==> src/isb_pkg.sv <==
// package of the interpolation set-point block: object addresses,
// reset presets and the request carrier
// assumes a single controller clock domain
package isb_pkg;

  // ----------------------------------------------------------------
  // object addresses (index, subindex)
  // ----------------------------------------------------------------
  localparam logic [15:0] IDX_SETPOINT = 16'h60C1;
  localparam logic [15:0] IDX_PERIOD   = 16'h60C2;
  localparam logic [15:0] IDX_BUF_CFG  = 16'h60C4;
  localparam logic [15:0] IDX_ACCEL    = 16'h60C5;
  localparam logic [15:0] IDX_DECEL    = 16'h60C6;
  localparam logic [15:0] IDX_FB_POS   = 16'h60E4;

  localparam logic [7:0] SUB_COUNT    = 8'h00;
  localparam logic [7:0] SUB_FIRST    = 8'h01;
  localparam logic [7:0] SUB_P_VALUE  = 8'h01;
  localparam logic [7:0] SUB_P_EXP    = 8'h02;
  localparam logic [7:0] SUB_CAPACITY = 8'h01;
  localparam logic [7:0] SUB_FILL     = 8'h02;
  localparam logic [7:0] SUB_LAYOUT   = 8'h03;
  localparam logic [7:0] SUB_WPTR     = 8'h04;
  localparam logic [7:0] SUB_RECSIZE  = 8'h05;
  localparam logic [7:0] SUB_PURGE    = 8'h06;

  // ----------------------------------------------------------------
  // presets and encodings
  // ----------------------------------------------------------------
  localparam logic [7:0]  SETPOINT_CNT_RST = 8'h01;
  localparam logic [31:0] SETPOINT_RST     = 32'h00000000;
  localparam logic [7:0]  PERIOD_CNT_RST   = 8'h02;
  localparam logic [7:0]  PERIOD_VAL_RST   = 8'h01;
  localparam logic [7:0]  PERIOD_EXP_RST   = 8'hFD;
  localparam logic [7:0]  PERIOD_EXP_MS    = 8'hFD;
  localparam logic [7:0]  BUF_CFG_CNT_RST  = 8'h06;
  localparam logic [31:0] CAPACITY_RST     = 32'h00000001;
  localparam logic [31:0] FILL_RST         = 32'h00000001;
  localparam logic [7:0]  LAYOUT_RST       = 8'h00;
  localparam logic [15:0] WPTR_RST         = 16'h0001;
  localparam logic [7:0]  RECSIZE_RST      = 8'h04;
  localparam logic [7:0]  PURGE_CLEAR      = 8'h00;
  localparam logic [7:0]  PURGE_ENABLE     = 8'h01;
  localparam logic [31:0] ACCEL_RST        = 32'h00001388;
  localparam logic [31:0] DECEL_RST        = 32'h00001388;
  localparam logic [7:0]  FB_CNT_RST       = 8'h03;

  typedef enum logic [7:0] {
    ISB_LAYOUT_FIFO = 8'h00,
    ISB_LAYOUT_RING = 8'h01
  } isb_layout_e;

  // one object-dictionary access
  typedef struct packed {
    logic        wr;
    logic [15:0] index;
    logic [7:0]  sub;
    logic [31:0] wdata;
  } isb_req_s;

  // answer to one access
  typedef struct packed {
    logic        err;
    logic [31:0] rdata;
  } isb_rsp_s;

endpackage

==> src/isb_setpoint_buffer.sv <==
// interpolated-position parameter block with set-point buffer
// assumes od accesses and feedback positions come from core_clk logic;
// sync_in is an asynchronous pin
`timescale 1ns/1ps

module isb_setpoint_buffer #(
  parameter int DEPTH    = 2,
  parameter int CAPACITY = 1,
  parameter int NUM_FB   = 3
) (
  input  wire logic                      core_clk,
  input  wire logic                      rst_n,
  input  wire logic                      od_valid,
  input  isb_pkg::isb_req_s              od_req,
  output logic                           od_ready,
  output logic                           od_ack,
  output isb_pkg::isb_rsp_s              od_rsp,
  input  wire logic                      sync_in,
  output logic                           demand_valid,
  input  wire logic                      demand_ready,
  output logic signed [31:0]             demand_pos,
  output logic [31:0]                    cycle_time_us,
  output logic                           period_exp_bad,
  output logic [31:0]                    accel_limit,
  output logic [31:0]                    decel_limit,
  output logic [7:0]                     record_size_bytes,
  output logic                           buffer_enabled,
  input  wire logic signed [NUM_FB-1:0][31:0] fb_pos
);

  localparam int IW = (DEPTH > 1) ? $clog2(DEPTH) : 1;
  localparam int CW = $clog2(DEPTH + 1);
  localparam logic [CW-1:0] CAP_C = CW'(CAPACITY);

  // ----------------------------------------------------------------
  // sync pin: three flops, edge counted when stages two and three agree
  // ----------------------------------------------------------------
  logic sync_s1_q;
  logic sync_s2_q;
  logic sync_s3_q;
  logic sync_lvl_q;
  logic sync_pulse;

  always_ff @(posedge core_clk or negedge rst_n) begin
    if (!rst_n) begin
      sync_s1_q <= 1'b0;
      sync_s2_q <= 1'b0;
      sync_s3_q <= 1'b0;
    end else begin
      sync_s1_q <= sync_in;
      sync_s2_q <= sync_s1_q;
      sync_s3_q <= sync_s2_q;
    end
  end

  always_ff @(posedge core_clk or negedge rst_n) begin
    if (!rst_n) begin
      sync_lvl_q <= 1'b0;
    end else if (sync_s2_q == sync_s3_q) begin
      sync_lvl_q <= sync_s3_q;
    end
  end

  assign sync_pulse = (sync_s2_q == sync_s3_q) && sync_s3_q && !sync_lvl_q;

  // ----------------------------------------------------------------
  // access decode
  // ----------------------------------------------------------------
  logic take;
  logic wr_take;
  logic sp_wr;
  logic cap_full;
  logic layout_ring;
  logic push;
  logic pop;
  logic purge_clr;
  logic purge_en;
  logic fill_clr;
  logic wptr_wr;

  logic [7:0]  layout_q;
  logic [15:0] wptr_q;
  logic [7:0]  p_val_q;
  logic [7:0]  p_exp_q;
  logic        en_q;
  logic [CW-1:0] count_q;
  logic [IW-1:0] rd_idx_q;
  logic [IW-1:0] wr_idx_q;
  logic signed [31:0] buf_q [DEPTH];

  assign layout_ring = (layout_q == isb_pkg::ISB_LAYOUT_RING);
  assign cap_full    = (count_q >= CAP_C) || (count_q == CW'(DEPTH));
  assign sp_wr = od_req.wr && (od_req.index == isb_pkg::IDX_SETPOINT)
                 && (od_req.sub == isb_pkg::SUB_FIRST);

  // a full fifo stalls the master; a ring overwrites its oldest record
  assign od_ready = !(sp_wr && en_q && cap_full && !layout_ring && !pop);
  assign take     = od_valid && od_ready;
  assign wr_take  = take && od_req.wr;
  assign push     = take && sp_wr && en_q;
  assign pop      = sync_pulse && (count_q != '0) && !demand_valid;

  assign purge_clr = wr_take && (od_req.index == isb_pkg::IDX_BUF_CFG)
                     && (od_req.sub == isb_pkg::SUB_PURGE)
                     && (od_req.wdata[7:0] == isb_pkg::PURGE_CLEAR);
  assign purge_en  = wr_take && (od_req.index == isb_pkg::IDX_BUF_CFG)
                     && (od_req.sub == isb_pkg::SUB_PURGE)
                     && (od_req.wdata[7:0] == isb_pkg::PURGE_ENABLE);
  assign fill_clr  = wr_take && (od_req.index == isb_pkg::IDX_BUF_CFG)
                     && (od_req.sub == isb_pkg::SUB_FILL)
                     && (od_req.wdata == 32'h00000000);
  assign wptr_wr   = wr_take && (od_req.index == isb_pkg::IDX_BUF_CFG)
                     && (od_req.sub == isb_pkg::SUB_WPTR);

  function automatic logic [IW-1:0] nxt(input logic [IW-1:0] i);
    nxt = (32'(i) >= DEPTH - 1) ? '0 : IW'(32'(i) + 1);
  endfunction

  // ----------------------------------------------------------------
  // access enable and buffer storage
  // ----------------------------------------------------------------
  always_ff @(posedge core_clk or negedge rst_n) begin
    if (!rst_n) begin
      en_q <= 1'b1;
    end else if (purge_clr) begin
      en_q <= 1'b0;
    end else if (purge_en) begin
      en_q <= 1'b1;
    end
  end

  always_ff @(posedge core_clk or negedge rst_n) begin
    if (!rst_n) begin
      for (int i = 0; i < DEPTH; i++) begin
        buf_q[i] <= isb_pkg::SETPOINT_RST;
      end
    end else if (push) begin
      buf_q[wr_idx_q] <= od_req.wdata;
    end
  end

  // drop the oldest record when a ring push meets a full buffer
  logic ring_drop;
  assign ring_drop = push && cap_full && layout_ring && !pop;

  always_ff @(posedge core_clk or negedge rst_n) begin
    if (!rst_n) begin
      rd_idx_q <= '0;
      wr_idx_q <= IW'(1 % DEPTH);
      count_q  <= CW'(isb_pkg::FILL_RST);
    end else if (purge_clr || fill_clr) begin
      rd_idx_q <= '0;
      wr_idx_q <= '0;
      count_q  <= '0;
    end else begin
      if (push) begin
        wr_idx_q <= nxt(wr_idx_q);
      end
      if (pop || ring_drop) begin
        rd_idx_q <= nxt(rd_idx_q);
      end
      if (push && !pop && !ring_drop) begin
        count_q <= count_q + CW'(1);
      end else if (pop && !push) begin
        count_q <= count_q - CW'(1);
      end
    end
  end

  // next free slot, one-based, wraps at the capacity
  always_ff @(posedge core_clk or negedge rst_n) begin
    if (!rst_n) begin
      wptr_q <= isb_pkg::WPTR_RST;
    end else if (purge_clr) begin
      wptr_q <= 16'h0000;
    end else if (purge_en) begin
      wptr_q <= isb_pkg::WPTR_RST;
    end else if (!en_q) begin
      wptr_q <= 16'h0000;
    end else if (wptr_wr) begin
      wptr_q <= od_req.wdata[15:0];
    end else if (push) begin
      wptr_q <= (32'(wptr_q) >= CAPACITY) ? 16'h0001 : wptr_q + 16'h0001;
    end
  end

  // ----------------------------------------------------------------
  // demand output, taken over only at a sync instant
  // ----------------------------------------------------------------
  always_ff @(posedge core_clk or negedge rst_n) begin
    if (!rst_n) begin
      demand_pos   <= isb_pkg::SETPOINT_RST;
      demand_valid <= 1'b0;
    end else begin
      if (pop) begin
        demand_pos   <= buf_q[rd_idx_q];
        demand_valid <= 1'b1;
      end else if (demand_ready) begin
        demand_valid <= 1'b0;
      end
    end
  end

  // ----------------------------------------------------------------
  // period, limits, layout and record size
  // ----------------------------------------------------------------
  always_ff @(posedge core_clk or negedge rst_n) begin
    if (!rst_n) begin
      p_val_q <= isb_pkg::PERIOD_VAL_RST;
      p_exp_q <= isb_pkg::PERIOD_EXP_RST;
    end else if (wr_take && od_req.index == isb_pkg::IDX_PERIOD) begin
      if (od_req.sub == isb_pkg::SUB_P_VALUE) begin
        p_val_q <= od_req.wdata[7:0];
      end
      if (od_req.sub == isb_pkg::SUB_P_EXP) begin
        p_exp_q <= od_req.wdata[7:0];
      end
    end
  end

  // power of ten scaled to microseconds; exponents outside -6..0 give 0
  function automatic logic [31:0] pow10_us(input logic signed [7:0] e);
    unique case (e)
      -8'sd6:  pow10_us = 32'h00000001;
      -8'sd5:  pow10_us = 32'h0000000A;
      -8'sd4:  pow10_us = 32'h00000064;
      -8'sd3:  pow10_us = 32'h000003E8;
      -8'sd2:  pow10_us = 32'h00002710;
      -8'sd1:  pow10_us = 32'h000186A0;
      8'sd0:   pow10_us = 32'h000F4240;
      default: pow10_us = 32'h00000000;
    endcase
  endfunction

  always_ff @(posedge core_clk or negedge rst_n) begin
    if (!rst_n) begin
      cycle_time_us  <= 32'h00000000;
      period_exp_bad <= 1'b0;
    end else begin
      cycle_time_us  <= 32'({24'h000000, p_val_q} * pow10_us(p_exp_q));
      period_exp_bad <= (p_exp_q != isb_pkg::PERIOD_EXP_MS);
    end
  end

  always_ff @(posedge core_clk or negedge rst_n) begin
    if (!rst_n) begin
      accel_limit <= isb_pkg::ACCEL_RST;
      decel_limit <= isb_pkg::DECEL_RST;
    end else if (wr_take && od_req.sub == isb_pkg::SUB_COUNT) begin
      if (od_req.index == isb_pkg::IDX_ACCEL) begin
        accel_limit <= od_req.wdata;
      end
      if (od_req.index == isb_pkg::IDX_DECEL) begin
        decel_limit <= od_req.wdata;
      end
    end
  end

  always_ff @(posedge core_clk or negedge rst_n) begin
    if (!rst_n) begin
      layout_q          <= isb_pkg::LAYOUT_RST;
      record_size_bytes <= isb_pkg::RECSIZE_RST;
    end else if (wr_take && od_req.index == isb_pkg::IDX_BUF_CFG) begin
      if (od_req.sub == isb_pkg::SUB_LAYOUT) begin
        layout_q <= od_req.wdata[7:0];
      end
      if (od_req.sub == isb_pkg::SUB_RECSIZE) begin
        record_size_bytes <= od_req.wdata[7:0];
      end
    end
  end

  assign buffer_enabled = en_q;

  // ----------------------------------------------------------------
  // read mux and answer
  // ----------------------------------------------------------------
  isb_pkg::isb_rsp_s rsp_d;
  logic [7:0] fb_sub;
  assign fb_sub = od_req.sub;

  always_comb begin
    rsp_d = '{err: 1'b0, rdata: 32'h00000000};
    unique case (od_req.index)
      isb_pkg::IDX_SETPOINT: begin
        if (od_req.sub == isb_pkg::SUB_COUNT) begin
          rsp_d.err   = od_req.wr;
          rsp_d.rdata = {24'h000000, isb_pkg::SETPOINT_CNT_RST};
        end else if (od_req.sub == isb_pkg::SUB_FIRST) begin
          rsp_d.rdata = (count_q != '0) ? buf_q[rd_idx_q] : demand_pos;
        end else begin
          rsp_d.err = 1'b1;
        end
      end
      isb_pkg::IDX_PERIOD: begin
        unique case (od_req.sub)
          isb_pkg::SUB_COUNT: begin
            rsp_d.err   = od_req.wr;
            rsp_d.rdata = {24'h000000, isb_pkg::PERIOD_CNT_RST};
          end
          isb_pkg::SUB_P_VALUE: rsp_d.rdata = {24'h000000, p_val_q};
          isb_pkg::SUB_P_EXP:   rsp_d.rdata = {{24{p_exp_q[7]}}, p_exp_q};
          default:              rsp_d.err = 1'b1;
        endcase
      end
      isb_pkg::IDX_BUF_CFG: begin
        unique case (od_req.sub)
          isb_pkg::SUB_COUNT: begin
            rsp_d.err   = od_req.wr;
            rsp_d.rdata = {24'h000000, isb_pkg::BUF_CFG_CNT_RST};
          end
          isb_pkg::SUB_CAPACITY: begin
            rsp_d.err   = od_req.wr;
            rsp_d.rdata = 32'(CAPACITY);
          end
          isb_pkg::SUB_FILL:   rsp_d.rdata = 32'(count_q);
          isb_pkg::SUB_LAYOUT: rsp_d.rdata = {24'h000000, layout_q};
          isb_pkg::SUB_WPTR:   rsp_d.rdata = {16'h0000, wptr_q};
          isb_pkg::SUB_RECSIZE: rsp_d.err = !od_req.wr;
          isb_pkg::SUB_PURGE:   rsp_d.err = !od_req.wr;
          default:              rsp_d.err = 1'b1;
        endcase
      end
      isb_pkg::IDX_ACCEL: begin
        rsp_d.err   = (od_req.sub != isb_pkg::SUB_COUNT);
        rsp_d.rdata = accel_limit;
      end
      isb_pkg::IDX_DECEL: begin
        rsp_d.err   = (od_req.sub != isb_pkg::SUB_COUNT);
        rsp_d.rdata = decel_limit;
      end
      isb_pkg::IDX_FB_POS: begin
        rsp_d.err = od_req.wr;
        if (fb_sub == isb_pkg::SUB_COUNT) begin
          rsp_d.rdata = 32'(NUM_FB);
        end else if (32'(fb_sub) <= NUM_FB) begin
          rsp_d.rdata = fb_pos[IW'(0) + (fb_sub - 8'h01)];
        end else begin
          rsp_d.err = 1'b1;
        end
      end
      default: rsp_d.err = 1'b1;
    endcase
  end

  always_ff @(posedge core_clk or negedge rst_n) begin
    if (!rst_n) begin
      od_ack <= 1'b0;
      od_rsp <= '{err: 1'b0, rdata: 32'h00000000};
    end else begin
      od_ack <= take;
      if (take) begin
        od_rsp <= rsp_d;
      end
    end
  end

endmodule

==> config.mk <==
export PLATFORM = sky130hd
export DESIGN_NAME = isb_setpoint_buffer
export DESIGN_NICKNAME = d
export VERILOG_FILES = /design/src/isb_pkg.sv /design/src/isb_setpoint_buffer.sv
export SDC_FILE = /design/constraint.sdc
export NUM_CORES = 1
export LEC_CHECK = 0
export BUFFER_PORTS_ARGS = -buffer_cell sky130_fd_sc_hd__buf_2
export CELL_PAD_IN_SITES_DETAIL_PLACEMENT = 0
export CELL_PAD_IN_SITES_GLOBAL_PLACEMENT = 1
export CORE_UTILIZATION = 44
export CTS_CLUSTER_SIZE = 14
export DETAILED_ROUTE_END_ITERATION = 10
export PLACE_DENSITY_LB_ADDON = 0.1
export SLEW_MARGIN = 10
export SYNTH_ARGS = -nofsm -noshare
export SYNTH_HDL_FRONTEND = slang
export SYNTH_SLANG_ARGS = --single-unit
export TNS_END_PERCENT = 5
==> constraint.sdc <==
create_clock -name core_clk -period 6.4 [get_ports core_clk]
set_clock_uncertainty 0.1 [all_clocks]
set_input_delay 0.64 -clock core_clk [delete_from_list [all_inputs] [get_ports core_clk]]
set_output_delay 0.64 -clock core_clk [all_outputs]
set_load 0.05 [all_outputs]
* After elaboration in Yosys (flattened, before gate mapping) *
Cells that the tools add are included.

operators by class
  reduce and logical (&&, ||, !) cells = 63
  magnitude comparators = 9
  multiplexer cells = 42
  bitwise logic cells = 2
  $add $sub $neg = 6
  equal/unequal tests = 24
  multipliers = 1

operators with widths
  cell                   count
  $mux 32                9
  $pmux 32 s6            1
  $pmux 20 s7            1
  $eq 16x15->1 const B   6
  $mux 16                6
  $pmux 32 s3            1
  $pmux 16 s5            1
  $bmux 32 s2            1
  $bwmux 64              1
  $eq 8x8->1 const B     6
  $mux 33                1
  $demux 32 s1           1
  $logic_not 32->1       1
  $mul 8x32->32          1
  $logic_and 1x1->1      30
  $eq 8x1->1 const B     3
  $eq 8x3->1 const B     3
  $logic_not 8->1        3
  $add 16x1->16 const B  1
  $eq 8x2->1 const B     2
  $ge 16x1->1 const B    1
  $mux 1                 13
  $reduce_and 2->1       6
  $reduce_bool 2->1      5
  25 further kinds       43

storage, ports and cells
  bits of input ports = 158
  bits in registers = 285
  output and inout port bits = 174

* Depth between registers and ports, before layout *
Gate-level depths: netlist of run 1.

  word-level depth = 18
  mapped depth = 23

* Worst setup path before layout of run 1 *
No wires, ideal clock.

  path kind = register -> register
  from = reg p_exp_q[0]
  to = reg cycle_time_us[26]
  arrival = 5.737 ns
  cell stages (with the launch flop) = 21
  path buffers = 1
  data required time = 6.184 ns
  clock period less this slack = 5.953 ns
  setup slack = 0.447 ns
  cells stage by stage = dfstp_2 > clkbuf_1 > or4_1 > nor2_1 > or2_2 > nor2_1 > nor2b_1 > fa_1 > fa_1 > fa_1 > inv_1 > fa_1 > inv_1 > ha_1 > and3_1 > nand2_1 > o311a_1 > nor3_1 > nor3_1 > or4_1 > o311ai_0

on the way
  cells in the longest elaborated chain, start to end = 3
  elaborated cells on any way between the ends = 9
  those cells by class = mul: 1; eq/ne: 6; mux: 1; reduce/logical: 1

RTL lines
  what                                           RTL line                    text
  start, declared                                isb_setpoint_buffer.sv:84   logic [7:0] p_exp_q;
  start signal, assigned                         isb_setpoint_buffer.sv:210  p_exp_q <= isb_pkg::PERIOD_EXP_RST;
  start signal, assigned                         isb_setpoint_buffer.sv:216  p_exp_q <= od_req.wdata[7:0];
  $eq 8x8->1 or $logic_not 8->1 (tied branches)  isb_setpoint_buffer.sv:223  unique case (e)
  $pmux 20 s7 (*)                                isb_setpoint_buffer.sv:223
  $mul 8x32->32 (*)                              isb_setpoint_buffer.sv:240  cycle_time_us <= 32'({24'h000000, p_val_q} * pow10_us(p_exp_q));
  end signal, assigned                           isb_setpoint_buffer.sv:240
  end, declared                                  isb_setpoint_buffer.sv:22   output logic [31:0] cycle_time_us,

Every way passes the cells marked *; elsewhere a longest branch is shown, timed or not.
A chain may end at the register's enable or synchronous reset.

* Worst setup path after layout of run 1 *
  from = reg p_exp_q[7]
  to = reg cycle_time_us[26]

Same word-level chain as after synthesis.

==> out/qor.txt, run 1 <==
OUTCOME
--------------------------------------------------------------------------------
Status                                                              finished clean

DIE
--------------------------------------------------------------------------------
Vert. Die Dim                                                             205 um
Initial cell density of the core                                           0.451
Horizontal die dimension                                                  205 um
Core ar.                                                               40100 um2
Count of pins on the block boundary                                          332
Core Rows                                                                     73
Overall die area                                                       41900 um2

CTS
--------------------------------------------------------------------------------
Later-pin clock latency in the skew report                                550 ps
Sink count of the clock tree                                                 283
Number of buffers on the longest clock path                                    3
Number of buffers inserted by post-CTS setup repair                            0
CTS tree                                                                     yes
Number of H-tree levels                                                        2
Total CTS buffers                                                             35
CTS root buffer                                                        clkbuf_16
CTS clock-pin slew for the worst setup and hold paths                      60 ps

GLOBAL ROUTING
--------------------------------------------------------------------------------
Antenna violations before repair                                               1
Met1 usage                                                                 0.368
Sum of overflow across all layers after global routing                         0
Wire length of the first global-routing pass                            88800 um
Via count of the first global-routing pass                                 15217
GR Layer Usage met2                                                        0.468
Pin count of the biggest net entering global routing                         132
Highest-utilization routing layer at the global route stage                 met2
Global-route usage over all layers                                         0.277
Met3 Track Usage GR                                                       0.0465

ROUTE
--------------------------------------------------------------------------------
Residual DRC                                                                   0
Count of nets left with antenna violations after detail routing                0
1st-iter DRT viols                                                           840
Vias per std cell                                                           5.56
Drt first pass iters                                                           5
Final routed wire length divided by cell count                           21.5 um
Overall via count from detail_route                                        14497
Total wirelength of the detailed-routed design                          56000 um

PLACE
--------------------------------------------------------------------------------
Count of input and output buffers                                            329
Half-perimeter wire length of the detailed placement result             41000 um
Routability cong.                                                          0.889

TIMING
--------------------------------------------------------------------------------
Max-slew violations                                                            0
Normalized max-slew margin                                                 0.246
Max frequency                                                          0.164 GHz
Setup-violating endpoint count in the final report                             0
Minimum hold slack                                                       32.9 ps
RSZ-0062 raised after global routing                                        true
Final Cycle Share                                                          0.950
Worst slew pin tran                                                      1130 ps
Final critical path time including I/O delays and setup                  6080 ps
Hold violation total from the final report                                     0

WORST SETUP PATH
--------------------------------------------------------------------------------
Critical path buffer and inverter count                                        4
Worst setup SP type                                                         flop
Critical Path Max Stage Delay                                             560 ps
Nature of the critical path endpoint                                        flop
CP dominant cell by count                                                   fa_1
Crit Path Category                                                  flop to flop
Cell at the slowest stage of the critical path                           dfstp_2
Critical-path maximum fanout                                                  15
CP required                                                              6730 ps
Cell family with the largest share of critical-path delay            adder cells
Sequence of cells on the critical path                              nand3_1 -> nor2_1 -> and2_0 -> buf_4 -> and3_1 -> nor2b_2 -> fa_1 -> fa_1 -> fa_1 -> inv_1 -> fa_1 -> inv_1 -> ha_1 -> a21o_1 -> a211oi_1 -> buf_4 -> o311a_1 -> nor3_2 -> nor3_2 -> or4_1 -> o311ai_1
Worst EP arrival                                                         6410 ps

SYNTH
--------------------------------------------------------------------------------
Post-synthesis instance area                                           18100 um2
Post-synthesis cell type count                                                74
Synth area leader                                                        dfrtp_1
Number of synthesized flops with an enable pin                                 0
Share of synthesized flip-flops with an asynchronous set or reset           1.00
Proportion of netlist area held by the largest area contributor            0.360
Synth Area in XOR/XNOR                                                    0.0116
Adder and majority cell fraction of the synthesized area                   0.152
Synth Area in Compound Gates                                               0.125
Simple logic cell fraction of the synthesized area                         0.128
Register area share after synthesis                                        0.393
Cell types with the largest area share after synthesis              dfrtp_1 (36%), fa_1 (10%), mux2_2 (5.9%)
Mean area per synthesized cell                                          10.3 um2
Flop and latch count out of synthesis                                        283
Combinational family with the most area after synthesis              adder cells
Synthesized instance count                                                  1759
Commonest register cell after synthesis                                  dfrtp_1
Count of warnings emitted by yosys                                             0
Mux cell area share after synthesis                                        0.136

CELLS AND AREA
--------------------------------------------------------------------------------
Area added between synthesis and finish                                    18.7%
Layout Utilization                                                         0.535
Number of nets in the finished design                                       2380
Share of cells above drive strength 1                                      0.273

POWER AND IR DROP
--------------------------------------------------------------------------------
Leakage                                                                0.0114 uW
Worst VDD drop                                                          0.150 mV
Cell area power density                                               197 nW/um2

HOLD PATH
--------------------------------------------------------------------------------
Hold crit path type                                                 input pin to async pin

JOB
--------------------------------------------------------------------------------
Number of maximum-capacitance constraint violations                            0

[stage by stage]
stage               cell area [um2]  setup WS [ps]  std cells  total power, uW  setup TNS [ps]
floorplan                     18100            447       1760             2090               0
global placement              20300           88.7       2545             2280               0
detailed placement            20300           -149       2545             2280            -286
CTS                           21400           45.1       2607             4290               0
global route                  21500          -91.9       2607             4390           -96.6
finish                        21500            319       2608             4230               0
[final timing paths]
kind | startpoint | slack [ps] | cells after the start | to
min in group core_clk | sync_in | 160 | 1 | sync_s1_q
min reg2reg | sync_s1_q | 250 | 0 | sync_s2_q
min | rst_n | 30 | 1 | record_size_bytes[6]
max in group asynchronous | rst_n | 4910 | 2 | cycle_time_us[29]
max reg2reg | p_exp_q[7] | 320 | 21 | cycle_time_us[26]
max | p_exp_q[7] | 320 | 21 | cycle_time_us[26]
[placed cells by master (no fill, tap or decap), types with 18 or more instances in the layout]
cell type	instances
buf_2	328
dfrtp_1	259
nand2_1	145
inv_1	140
nor2_1	104
o21ai_0	103
mux2_2	95
fa_1	92
a21oi_1	80
ha_1	71
mux2_1	68
mux2i_1	63
a22oi_1	52
and2_1	51
buf_4	36
clkbuf_16	35
and3_1	34
dfstp_2	23
o211ai_1	21
nor4_1	18
[metal layers]
metal | part of all wire | wire length [um] | vias to the layer above
met5 | 0 | 0 | -
met4 | 0.020 | 1110 | 0
met3 | 0.055 | 3070 | 67
met2 | 0.48 | 27000 | 401
met1 | 0.44 | 24800 | 7304
li1 | - | - | 6725
[Yosys cell counts, types with 5 or more instances]
| master | n |
|---|---|
| a211oi_1 | 10 |
| a22o_1 | 6 |
| nor3_1 | 17 |
| mux2i_1 | 63 |
| a21o_1 | 13 |
| o21ai_0 | 105 |
| mux2_1 | 68 |
| and3_1 | 34 |
| o211ai_1 | 21 |
| xnor2_1 | 16 |
| dfstp_2 | 23 |
| dfrtp_1 | 260 |
| or2_2 | 7 |
| nor4_1 | 18 |
| xor2_1 | 8 |
| a2111oi_0 | 11 |
| fa_1 | 92 |
| buf_1 | 7 |
| nand2_1 | 145 |
| nand2b_1 | 10 |
| and4_1 | 7 |
| o22ai_1 | 9 |
| a21oi_1 | 80 |
| buf_2 | 8 |
| o21bai_1 | 5 |
| clkbuf_1 | 83 |
| or4_1 | 7 |
| nor2_1 | 106 |
| inv_1 | 140 |
| mux2_2 | 95 |
| nand3_1 | 14 |
| ha_1 | 73 |
| and2_1 | 51 |
| buf_4 | 8 |
| a22oi_1 | 52 |
| nor2b_1 | 15 |
| nand4_1 | 6 |
| a31oi_1 | 5 |
[power by group]
group / switching [uW] / total, uW / internal (uW)
clock network: 804 / 1980 / 1180
registers: 21.5 / 1830 / 1810
logic: 278 / 419 / 141
total: 1100 / 4230 / 3130
[sequential cells by signal, indices dropped and copies added (netlist names), 2 cells and up]
name / flops
record_size_bytes: 8
demand_pos: 32
decel_limit: 32
count_q: 2
p_val_q: 8
cycle_time_us: 30
buf_q: 64
od_rsp: 33
layout_q: 8
accel_limit: 32
wptr_q: 16
p_exp_q: 8
[cell families (layout without fill, tap and decap cells)]
group           after synthesis  in the layout
mux                         226            226
other cells                   1              3
xor+xnor                     24             24
fa+ha+maj                   165            165
compound gates              352            352
buf+inv                     247            569
flops                       283            283
simple gates                461            461
[layout make-up]
type                       count  area, um2
antenna                        1       2.50
clock buffer                  51        966
clock inverter                11        158
fill                        3696      18600
inverter                     141        529
multi-input combinational   1230      10100
sequential                   283       7110
tap                          525        657
timing repair buffer         366       1950
[what timing repair did]
item | in CTS | in global routing
setup endpoints to repair | 5 | 9
gates resized for setup | 2 | 10
cloned | 0 | 0
hold buffers | 0 | 0
pin swaps | 0 | 2
(Power assumes the default switching activity.)
==> run 2, diff against run 1 <==
- ABC_AREA: unset -> 1
- CORE_UTILIZATION: 44 -> 42
- PLACE_DENSITY_LB_ADDON: 0.1 -> 0.3
==> run 2 against run 1 <==
- synthesized cell count rose by 37%
- largest cell class unchanged
- design area up 5.2%
- critical path type unchanged
- critical endpoint is now cycle_time_us[21]
- flip-flop and latch count unchanged
- worst hold slack better by 10 ps
- count of clock-buffer cells in the layout fell by 1
==> out/qor.txt, run 2 <==
ROUTE
--------------------------------------------------------------------------------
Residual DRC                                                                   0   unchanged
Total wirelength of the detailed-routed design                          71000 um   +27%
Overall via count from detail_route                                        18059   +25%
Drt first pass iters                                                           5   unchanged
Vias per std cell                                                           5.41   -2.6%
1st-iter DRT viols                                                          1665   +98%
Final routed wire length divided by cell count                           21.3 um   -0.88%
Count of nets left with antenna violations after detail routing                0   unchanged

WORST SETUP PATH
--------------------------------------------------------------------------------
Crit Path Category                                                  flop to flop
Worst setup SP type                                                         flop
Cell family with the largest share of critical-path delay            adder cells
Cell at the slowest stage of the critical path                              fa_1
Worst EP arrival                                                         6280 ps   -130 ps
Critical Path Max Stage Delay                                             560 ps   about the same
Sequence of cells on the critical path                              inv_1 -> nor3_1 -> nand2_1 -> nor2_1 -> inv_1 -> nor3_1 -> fa_1 -> fa_1 -> fa_1 -> inv_1 -> fa_1 -> inv_1 -> ha_1 -> nand2_1 -> nand2_1 -> o21bai_1 -> a21oi_1 -> inv_1 -> a21oi_1 -> o21ai_0 -> xor2_1
Critical path buffer and inverter count                                        5   +1
CP dominant cell by count                                                  inv_1
Critical-path maximum fanout                                                   8   -7
CP required                                                              6730 ps   about the same
Nature of the critical path endpoint                                        flop

TIMING
--------------------------------------------------------------------------------
Hold violation total from the final report                                     0   unchanged
Final Cycle Share                                                          0.928   -0.0219
Total Negative Setup Slacks                                                 0 ps   unchanged
Normalized max-slew margin                                                 0.250   +0.00416
Final critical path time including I/O delays and setup                  5940 ps   -140 ps
RSZ-0062 raised after global routing                                       false
Max-slew violations                                                            0   unchanged
Setup-violating endpoint count in the final report                             0   unchanged
Minimum hold slack                                                       43.3 ps   +10.4 ps
Worst slew pin tran                                                      1120 ps   -7.48 ps
Max frequency                                                          0.168 GHz   +2.4%

CELLS AND AREA
--------------------------------------------------------------------------------
Commonest non-fill, non-tap cell in the layout                           nand2_1
Storage element area                                                    7110 um2   about the same
Final cell count without fillers                                            3336   +28%
Number of nets in the finished design                                       3030   +27%
Max reg flops                                                                 64   unchanged
Total area of multi-input combinational cells                          10500 um2   +3.5%
Share of cells above drive strength 1                                      0.213   -0.0604
Area added between synthesis and finish                                    17.0%
Filler Cells Inserted                                                       4606   +25%
Highest-count cells in the layout ignoring fill and taps            nand2_1 (593), buf_2 (328), inv_1 (294)
Top flop regs                                                       buf_q x64, od_rsp x33
Most flops, register                                                       buf_q

SYNTH
--------------------------------------------------------------------------------
Synthesized instance count                                                  2410   +37%
Proportion of netlist area held by the largest area contributor            0.337   -0.0224
Top cells by count, synth                                           nand2_1 (593), inv_1 (294), dfrtp_1 (260), o21ai_0 (197), nor2_1 (166)
Share of synthesized flip-flops with an asynchronous set or reset           1.00   unchanged
Cell types with the largest area share after synthesis              dfrtp_1 (34%), nand2_1 (12%), fa_1 (9.5%)
Synth area leader                                                        dfrtp_1
Post-synthesis cell type count                                                62   -16%
Post-synthesis instance area                                           19300 um2   +6.6%
Mean area per synthesized cell                                          8.00 um2   -22%
Commonest register cell after synthesis                                  dfrtp_1
Register area share after synthesis                                        0.369   -0.0245
Flop and latch count out of synthesis                                        283   unchanged
Count of warnings emitted by yosys                                             0   unchanged
Number of synthesized flops with an enable pin                                 0   unchanged
Most frequently used cell type in the post-synthesis netlist             nand2_1

CTS
--------------------------------------------------------------------------------
Number of buffers inserted by post-CTS setup repair                            0   unchanged
PostCTS Resize Cnt                                                             0   -2
Later-pin clock latency in the skew report                                570 ps   +20 ps
Number of buffers on the longest clock path                                    3   unchanged
CTS clock-pin slew for the worst setup and hold paths                      60 ps   about the same
Total CTS buffers                                                             35   unchanged
CTS root buffer                                                        clkbuf_16
Sink count of the clock tree                                                 283   unchanged
Number of H-tree levels                                                        2   unchanged
CTS Hold Bufs                                                                  0   unchanged
CTS tree                                                                     yes

GLOBAL ROUTING
--------------------------------------------------------------------------------
Sum of overflow across all layers after global routing                         0   unchanged
Wire length of the first global-routing pass                           107000 um   +21%
Via count of the first global-routing pass                                 17486   +15%
Pin count of the biggest net entering global routing                         110   -17%
Global-route usage over all layers                                         0.303   +0.0263
Antenna violations before repair                                               4   +3

PLACE
--------------------------------------------------------------------------------
Count of input and output buffers                                            329   unchanged
Routability cong.                                                          0.942   +5.9%
Number of cells after detailed placement                                    3270   +28%
Half-perimeter wire length of the detailed placement result             53900 um   +31%

DIE
--------------------------------------------------------------------------------
Initial cell density of the core                                           0.425   -0.0260
Vert. Die Dim                                                             216 um   +5.6%
Overall die area                                                       46800 um2   +12%
Core ar.                                                               45400 um2   +13%
Count of pins on the block boundary                                          332   unchanged
Horizontal die dimension                                                  216 um   +5.6%
Core Rows                                                                     78   +6.8%

OUTCOME
--------------------------------------------------------------------------------
Status                                                              finished clean

HOLD PATH
--------------------------------------------------------------------------------
Hold crit path type                                                 input pin to async pin

POWER AND IR DROP
--------------------------------------------------------------------------------
Cell area power density                                               198 nW/um2   +0.43%
Worst VDD drop                                                          0.186 mV   +24%
Leakage                                                                0.0116 uW   +2.2%

JOB
--------------------------------------------------------------------------------
Number of maximum-capacitance constraint violations                            0   unchanged

## run 2: cell types whose count changed after synthesis, moves of 63 or more
cell and change:
nand2_1 +448, o21ai_0 +92, mux2_1 -68, nand3_1 +72
o21ai_1 +73, mux2_2 -94, mux2i_1 -63, inv_1 +154
## run 2: worst paths after layout
path | from | end | slack (ps) | depth (start not counted)
min in group core_clk | sync_in | sync_s1_q | 80 | 1
worst max register to register | p_exp_q[3] | cycle_time_us[21] | 460 | 21
worst min-delay path | rst_n | cycle_time_us[8] | 40 | 1
max in group asynchronous | rst_n | od_rsp[9] | 4660 | 2
worst max-delay path | p_exp_q[3] | cycle_time_us[21] | 460 | 21
worst min register to register | sync_s1_q | sync_s2_q | 250 | 0
## run 2: area by class of cell
cell class | count | area share
inverter | 319 | 0.0533
clock buffer | 50 | 0.0431
multi-input combinational | 1706 | 0.463
tap | 600 | 0.0333
sequential | 283 | 0.315
antenna | 2 | 0.000222
clock inverter | 14 | 0.00743
timing repair buffer | 362 | 0.0849
## run 2: routing by layer
layer	wire [um]	up-vias	part of all wire	track usage
li1	-	8426	-	-
met1	31200	8862	0.44	0.411
met2	33200	640	0.47	0.494
met3	3970	129	0.056	0.0438
met4	2640	2	0.037	0.107
met5	10	-	0.00014	0
## run 2: cells by family after synthesis
kind of cell               count (synthesis)  share of synthesized area
muxes                                      1                   0.000584
xor gates and xnor gates                  26                     0.0118
buffers and inverters                    422                     0.0909
AOI/OAI and AO/OA                        491                      0.149
other                                      1                   0.000194
adders and majority gates                165                      0.143
and+or+nand+nor                         1021                      0.236
DFF                                      283                      0.369
## run 2: report_power, final
part | switching [uW] | total (uW) | internal (uW) | leakage [uW]
sequential | 23.9 | 1850 | 1830 | 0.00383
combinational | 487 | 631 | 144 | 0.00727
clock | 864 | 1990 | 1120 | 0.000548
## run 2: through the flow
stage	util	total power (uW)	worst slack (ps)	instance area (um2)
2_1_floorplan	-	2220	872	19300
3_3_place_gp	0.472	2500	346	21400
3_5_place_dp	0.472	2500	272	21400
4_1_cts	0.497	4490	260	22600
5_1_grt	0.497	4620	7.08	22600
6_report	0.497	4470	459	22600
